`config.mk`:
```
export PLATFORM = sky130hd
export DESIGN_NAME = wdg_top
export DESIGN_NICKNAME = d
export VERILOG_FILES = /design/src/core/wdg_pkg.sv /design/src/core/wdg_top.sv
export VERILOG_INCLUDE_DIRS = /design/src /design/src/core
export SDC_FILE = /design/constraint.sdc
export NUM_CORES = 1
export LEC_CHECK = 0
export BUFFER_PORTS_ARGS = -buffer_cell sky130_fd_sc_hd__buf_2
export CORE_ASPECT_RATIO = 2
export CORE_MARGIN = 3
export CORE_UTILIZATION = 40
export DETAILED_ROUTE_END_ITERATION = 12
export HOLD_SLACK_MARGIN = 0.05
export PLACE_DENSITY = 0.66
export REMOVE_ABC_BUFFERS = 1
export SYNTH_ARGS = -nofsm -noshare
export SYNTH_HDL_FRONTEND = slang
export SYNTH_SLANG_ARGS = --single-unit
```
`constraint.sdc`:
```
create_clock -name REF_CLK -period 3.1 [get_ports REF_CLK]
set_input_delay 0.31 -clock REF_CLK [delete_from_list [all_inputs] [get_ports REF_CLK]]
set_output_delay 0.31 -clock REF_CLK [all_outputs]
set_load 0.01 [all_outputs]
```
`src/core/wdg_regs.svh`:
```
// register offsets, field positions and reset values of the windowed watchdog
// assumes a 32-bit register port with word offsets as byte addresses
`ifndef WDG_REGS_SVH
`define WDG_REGS_SVH
`define WDG_OFS_CTRL        8'h00
`define WDG_OFS_MODE        8'h04
`define WDG_OFS_STAT        8'h08
`define WDG_KEY_VAL         8'hA5
`define WDG_KEY_HI          31
`define WDG_KEY_LO          24
`define WDG_RESTART_BIT     0
`define WDG_RSTEN_BIT       13
`define WDG_MODE_RESET      32'h3FFF2FFF
`define WDG_MODE_MASK       32'h3FFFFFFF
`define WDG_STAT_UNF_BIT    0
`define WDG_STAT_ERR_BIT    1
`define WDG_PRESCALE_DIV    128
`endif

```
`src/core/wdg_pkg.sv`:
```
// types of the windowed watchdog: mode layout and register port bundle
// assumes the constants header is included by the design file
package wdg_pkg;
   typedef struct packed {
      logic [1:0]  rsvd;
      logic        idle_halt;
      logic        debug_halt;
      logic [11:0] window_limit;
      logic        disable_bit;
      logic        proc_only_reset;
      logic        fault_reset_enable;
      logic        fault_irq_enable;
      logic [11:0] reload_value;
   } wdg_mode_t;

   typedef struct packed {
      logic [7:0]  addr;
      logic [31:0] wdata;
      logic        wr;
      logic        rd;
   } wdg_req_t;

   typedef enum logic [1:0] {
      WDG_RUN   = 2'b00,
      WDG_HALT  = 2'b01,
      WDG_OFF   = 2'b11
   } wdg_state_t;
endpackage : wdg_pkg

```
`src/core/wdg_top.sv`:
```
// windowed watchdog timer with key-protected restart and write-once mode
// assumes REF_CLK carries the slow clock ticks via SLOW_TICK strobe
//
// Local design decision: the plain strobed port.
`timescale 1ns/1ns
`include "wdg_regs.svh"
module wdg_top
   import wdg_pkg::*;
#(
   parameter int PRESCALE = `WDG_PRESCALE_DIV
) (
   // clock, reset, enable
   input  wire logic        REF_CLK,
   input  wire logic        RST_N,
   input  wire logic        BACKUP_RST_N,
   input  wire logic        CLK_EN,
   // slow clock tick and system states
   input  wire logic        SLOW_TICK,
   input  wire logic        DEBUG_STATE,
   input  wire logic        IDLE_STATE,
   // register port
   input  wire logic [7:0]  ADDR,
   input  wire logic [31:0] WDATA,
   input  wire logic        WR,
   input  wire logic        RD,
   output logic      [31:0] RDATA,
   // outputs to interrupt and reset control, and the counter value
   output logic             IRQ,
   output logic             FAULT,
   output logic             FAULT_PROC_ONLY,
   output logic [11:0]      COUNT
);
   logic       rs1_r;
   logic       rs_n_r;
   logic       bk1_r;
   logic       bk_n_r;
   wdg_req_t   req;
   wdg_mode_t  mode_r;
   logic       mode_locked_r;
   logic       rst_en_r;
   logic [11:0] cnt_r;
   logic [6:0] pre_r;
   logic       unf_r;
   logic       err_r;
   logic       fault_r;
   logic       proc_only_r;
   logic [31:0] rdata_r;
   wdg_state_t st;
   logic       wr_ctrl;
   logic       wr_mode;
   logic       rd_stat;
   logic       restart;
   logic       tick;
   logic       underflow;
   logic       win_err;

   // reset release through two flops
   always_ff @(posedge REF_CLK or negedge RST_N) begin
      if (!RST_N) begin
         rs1_r  <= 1'b0;
         rs_n_r <= 1'b0;
      end else begin
         rs1_r  <= 1'b1;
         rs_n_r <= rs1_r;
      end
   end
   always_ff @(posedge REF_CLK or negedge BACKUP_RST_N) begin
      if (!BACKUP_RST_N) begin
         bk1_r  <= 1'b0;
         bk_n_r <= 1'b0;
      end else begin
         bk1_r  <= 1'b1;
         bk_n_r <= bk1_r;
      end
   end

   assign req = '{addr: ADDR, wdata: WDATA, wr: WR, rd: RD};

   // address decode
   always_comb begin
      wr_ctrl = 1'b0;
      wr_mode = 1'b0;
      rd_stat = 1'b0;
      if (req.wr && req.addr == `WDG_OFS_CTRL) begin
         wr_ctrl = 1'b1;
      end else if (req.wr && req.addr == `WDG_OFS_MODE) begin
         wr_mode = !mode_locked_r;
      end else if (req.rd && req.addr == `WDG_OFS_STAT) begin
         rd_stat = 1'b1;
      end
   end

   assign restart = wr_ctrl && req.wdata[`WDG_KEY_HI:`WDG_KEY_LO] == `WDG_KEY_VAL
                    && req.wdata[`WDG_RESTART_BIT];
   assign win_err = restart && (cnt_r > mode_r.window_limit)
                    && (mode_r.window_limit < mode_r.reload_value);

   always_comb begin
      if (mode_r.disable_bit) begin
         st = WDG_OFF;
      end else if ((mode_r.debug_halt && DEBUG_STATE) || (mode_r.idle_halt && IDLE_STATE)) begin
         st = WDG_HALT;
      end else begin
         st = WDG_RUN;
      end
   end

   assign tick      = (st == WDG_RUN) && SLOW_TICK && (pre_r == 7'(PRESCALE - 1));
   assign underflow = tick && (cnt_r == 12'h000);

   // mode register, write-once; processor reset restores defaults
   always_ff @(posedge REF_CLK or negedge rs_n_r) begin
      if (!rs_n_r) begin
         mode_r        <= wdg_mode_t'(`WDG_MODE_RESET);
         mode_locked_r <= 1'b0;
      end else if (CLK_EN && wr_mode) begin
         mode_r        <= wdg_mode_t'(req.wdata & `WDG_MODE_MASK);
         mode_locked_r <= 1'b1;
      end
   end

   // fault reset enable lives in the backup domain; a mode write updates it
   always_ff @(posedge REF_CLK or negedge bk_n_r) begin
      if (!bk_n_r) begin
         rst_en_r <= 1'b1;
      end else if (CLK_EN && wr_mode) begin
         rst_en_r <= req.wdata[`WDG_RSTEN_BIT];
      end
   end

   // prescaler and counter
   always_ff @(posedge REF_CLK or negedge rs_n_r) begin
      if (!rs_n_r) begin
         pre_r <= 7'h00;
         cnt_r <= 12'hFFF;
      end else if (CLK_EN) begin
         if (wr_mode) begin
            pre_r <= 7'h00;
            cnt_r <= req.wdata[11:0];
         end else if (restart && !win_err) begin
            pre_r <= 7'h00;
            cnt_r <= mode_r.reload_value;
         end else if (st == WDG_RUN && SLOW_TICK) begin
            pre_r <= (pre_r == 7'(PRESCALE - 1)) ? 7'h00 : pre_r + 7'h01;
            if (tick) begin
               cnt_r <= cnt_r - 12'h001;
            end
         end
      end
   end

   // sticky flags; a new event wins over a clearing read
   always_ff @(posedge REF_CLK or negedge rs_n_r) begin
      if (!rs_n_r) begin
         unf_r       <= 1'b0;
         err_r       <= 1'b0;
         fault_r     <= 1'b0;
         proc_only_r <= 1'b0;
      end else if (CLK_EN) begin
         unf_r   <= underflow | (unf_r & !rd_stat);
         err_r   <= win_err | (err_r & !rd_stat);
         fault_r <= (underflow & rst_en_r) | win_err | (fault_r & !rd_stat);
         if (underflow | win_err) begin
            proc_only_r <= mode_r.proc_only_reset;
         end
      end
   end

   // read data, one cycle after the strobe
   always_ff @(posedge REF_CLK or negedge rs_n_r) begin
      if (!rs_n_r) begin
         rdata_r <= 32'h00000000;
      end else if (CLK_EN) begin
         rdata_r <= 32'h00000000;
         if (req.rd && req.addr == `WDG_OFS_MODE) begin
            rdata_r <= {mode_r[31:14], rst_en_r, mode_r[12:0]};
         end else if (rd_stat) begin
            rdata_r <= {30'h0, err_r, unf_r};
         end
      end
   end

   assign RDATA           = rdata_r;
   assign IRQ             = mode_r.fault_irq_enable && (unf_r || err_r);
   assign FAULT           = fault_r;
   assign FAULT_PROC_ONLY = fault_r && proc_only_r;
   assign COUNT           = cnt_r;
endmodule : wdg_top

```
==> metrics.txt <==
status=finished, final reports clean; Setup crit start kind=flop; die height=158 µm; CTS buffer count=9; dpl ws=187 ps; clock tree buffer depth=2; CP max stage delay=560 ps; Final Slew Violations=0; highest clock rate=365 MHz; Synth warnings=0; htree depth=3; CP required=3330 ps; DP Wirelength=9040 µm; fin crit share=88.3%; CTS tree=built; Slew headroom=28.7%; clk_lat worst skew=340 ps; post-synthesis cell count=414; Fin Clk Skew=5.89 ps; Worst EP arrival=2970 ps; Setup Crit Path Kind=flop to flop; Final Setup Violations=0; GRT overflow=0; number of core rows=55; synth-to-layout area growth=21.6%; I/O pin total=96; Die Width=82.1 µm; min setup slack post-route=361 ps; Post-synth ARST share=100%; Core Util, Final=49.9%; initial core utilization=41.0%; Synth Flop Type=dfrtp_1; setup tns final=0 ps; Final nets=588; GRT Total Usage=20.0%; Port Buffers=93; First-pass DRT Iterations=4; Avg Synthesized Cell Area=11.2 µm²; root buf cell=clkbuf_16; routed len/inst=18.1 µm; Final Hold Viols=0; fin crit period=2740 ps; 1st-iter DRT viols=150; final hold slack=175 ps; PwrDens=478 nW/µm²; RSZ-0062 raised after global routing=false; Unique masters post-synth=64; Max FO, Critical Path=11; Die ar.=13000 µm²; GP Congestion=0.871; P_leak=2.67 nW; Post-synth EDFFs=0; Slowest cell on crit path=dfstp_2; sequential-to-total area share from yosys stat=48.6%; Worst Tran Pin Value=1070 ps; core area=11300 µm²; first-pass GRT wire length=19600 µm; vias in the first global route=3885; largest net degree at the start of global routing=84; Hold/Removal Path Class=flop to async pin; Post-DRT Antenna Nets=0; vias per cell=5.53; CP Capture Type=flop; CTS Sinks=88; DR vias=3655; Max Cap Viol=0; total power=2.69 mW; initial antenna violation count=0; ant diodes=0; total wire length=12000 µm; Worst VDD drop=0.296 mV; Clock transition at path regs=60 ps; Synth Cell Area=4630 µm²; critical-path cell list=inv_1 > ha_1 > nand4_1 > nor3_2 > o21ai_0 > nand3_1 > a21boi_2 > buf_4 > nor3_4 > a221oi_1; Seq cells post-synth=88; share of layout cells above drive strength 1=39.9%; DRC Markers=0
[final timing paths]
kind                       cells past startpoint          to       start  slack, ps
max                                           10    COUNT[8]  mode_r[27]        360
min                                            0    rst_en_r      bk_n_r        170
max reg2reg                                   10    COUNT[8]  mode_r[27]        360
min reg2reg                                    0    rst_en_r      bk_n_r        170
max in group asynchronous                      0   RDATA[20]      rs_n_r       1870
min in group REF_CLK                           2  mode_r[17]   WDATA[17]        200
[where the power goes]
group,internal [mW],switching (mW),leakage [nW]
Clock,0.726,0.436,0.157
Sequential,1.21,0.0776,1.07
Combinational,0.118,0.123,1.44
[synthesized netlist by cell type, drive strengths merged, types with 2 or more instances]
cell | n | area, µm²
inv | 34 | 128
or3b | 2 | 17.5
nand2b | 2 | 12.5
nand3 | 10 | 50.1
a21o | 4 | 30.0
o2bb2ai | 2 | 17.5
and3 | 4 | 25.0
ha | 25 | 313
dfstp | 39 | 1020
buf | 9 | 60.1
a2111oi | 3 | 57.6
a31oi | 3 | 18.8
clkbuf | 10 | 37.5
a21oi | 12 | 60.1
nor3 | 11 | 66.3
nand2 | 20 | 75.1
o22ai | 2 | 12.5
conb | 2 | 7.51
a22o | 33 | 289
o31ai | 5 | 37.5
or2 | 3 | 18.8
o32ai | 5 | 43.8
o21ai | 13 | 68.8
dfrtp | 49 | 1230
xnor2 | 6 | 52.6
o21a | 3 | 23.8
a22oi | 3 | 22.5
nor2 | 24 | 90.1
a221oi | 6 | 58.8
nand4 | 5 | 31.3
nor3b | 2 | 15.0
mux2 | 30 | 338
nor2b | 7 | 51.3
xor2 | 2 | 17.5
nor4 | 7 | 73.8
[worst max-delay path, delay by kind of cell, from the launching register on]
kind / cells / cell delay, ps
AOI/OAI and AO/OA: 3 / 420
adders and majority gates: 1 / 280
buffers and inverters: 2 / 230
DFF: 1 / 560
and+or+nand+nor: 4 / 1130
[flip-flops by register name, summed over array words and instances, names as in the netlist, 7 cells and up]
signal	flops
COUNT	12
mode_r	29
pre_r	7
RDATA	30
[cells by family after synthesis]
family / after synthesis / synth area share (%)
AO/OA/AOI/OAI: 103 / 18.0
multiplexers: 30 / 7.29
adder cells (fa/ha/maj): 25 / 6.75
AND/OR/NAND/NOR: 104 / 12.7
buffers and inverters: 54 / 4.94
flip-flops: 88 / 48.6
XOR/XNOR: 8 / 1.51
other: 2 / 0.162
[through the flow]
stage                     instances  cell area, µm²
after floorplan                 397            4540
after global placement          643            5290
after detailed placement        643            5290
after CTS                       661            5630
after global routing            661            5630
final                           661            5630
[what timing repair did]
action | 4_1_cts | 5_1_grt
gates resized for setup | 0 | 1
endpoints found under the setup margin | 0 | 5
endpoints found under the hold margin | 4 | 0
hold buffers | 2 | 0
buffers inserted | 0 | 0
[cell type report]
type	instances	area [µm²]
Fill cell	1081	5660
Sequential cell	88	2250
Multi-Input combinational cell	274	2170
Timing Repair Buffer	106	581
Clock buffer	12	246
Tap cell	142	178
Inverter	35	131
Clock inverter	4	70.1
[metal layers]
metal | vias to the layer above | part of all wire (%) | track usage (%) | routed length, µm
li1 | 1718 | - | - | -
met1 | 1822 | 37 | 22.6 | 4480
met2 | 89 | 55 | 35.6 | 6640
met3 | 26 | 3.6 | 3.30 | 434
met4 | 0 | 3.4 | 9.59 | 410
met5 | - | 0 | 0 | 0
[cell usage in the layout (no fill, tap or decap), types with 10 or more instances in the layout]
cell type / count
o21ai_0: 11
mux2_2: 30
nor2_1: 24
nand3_1: 10
nand2_1: 20
dfrtp_1: 48
ha_1: 25
dfstp_2: 39
buf_4: 10
a22o_1: 33
buf_2: 93
a21oi_1: 12
inv_1: 34
Note: power is estimated with default switching activity, not from simulation.
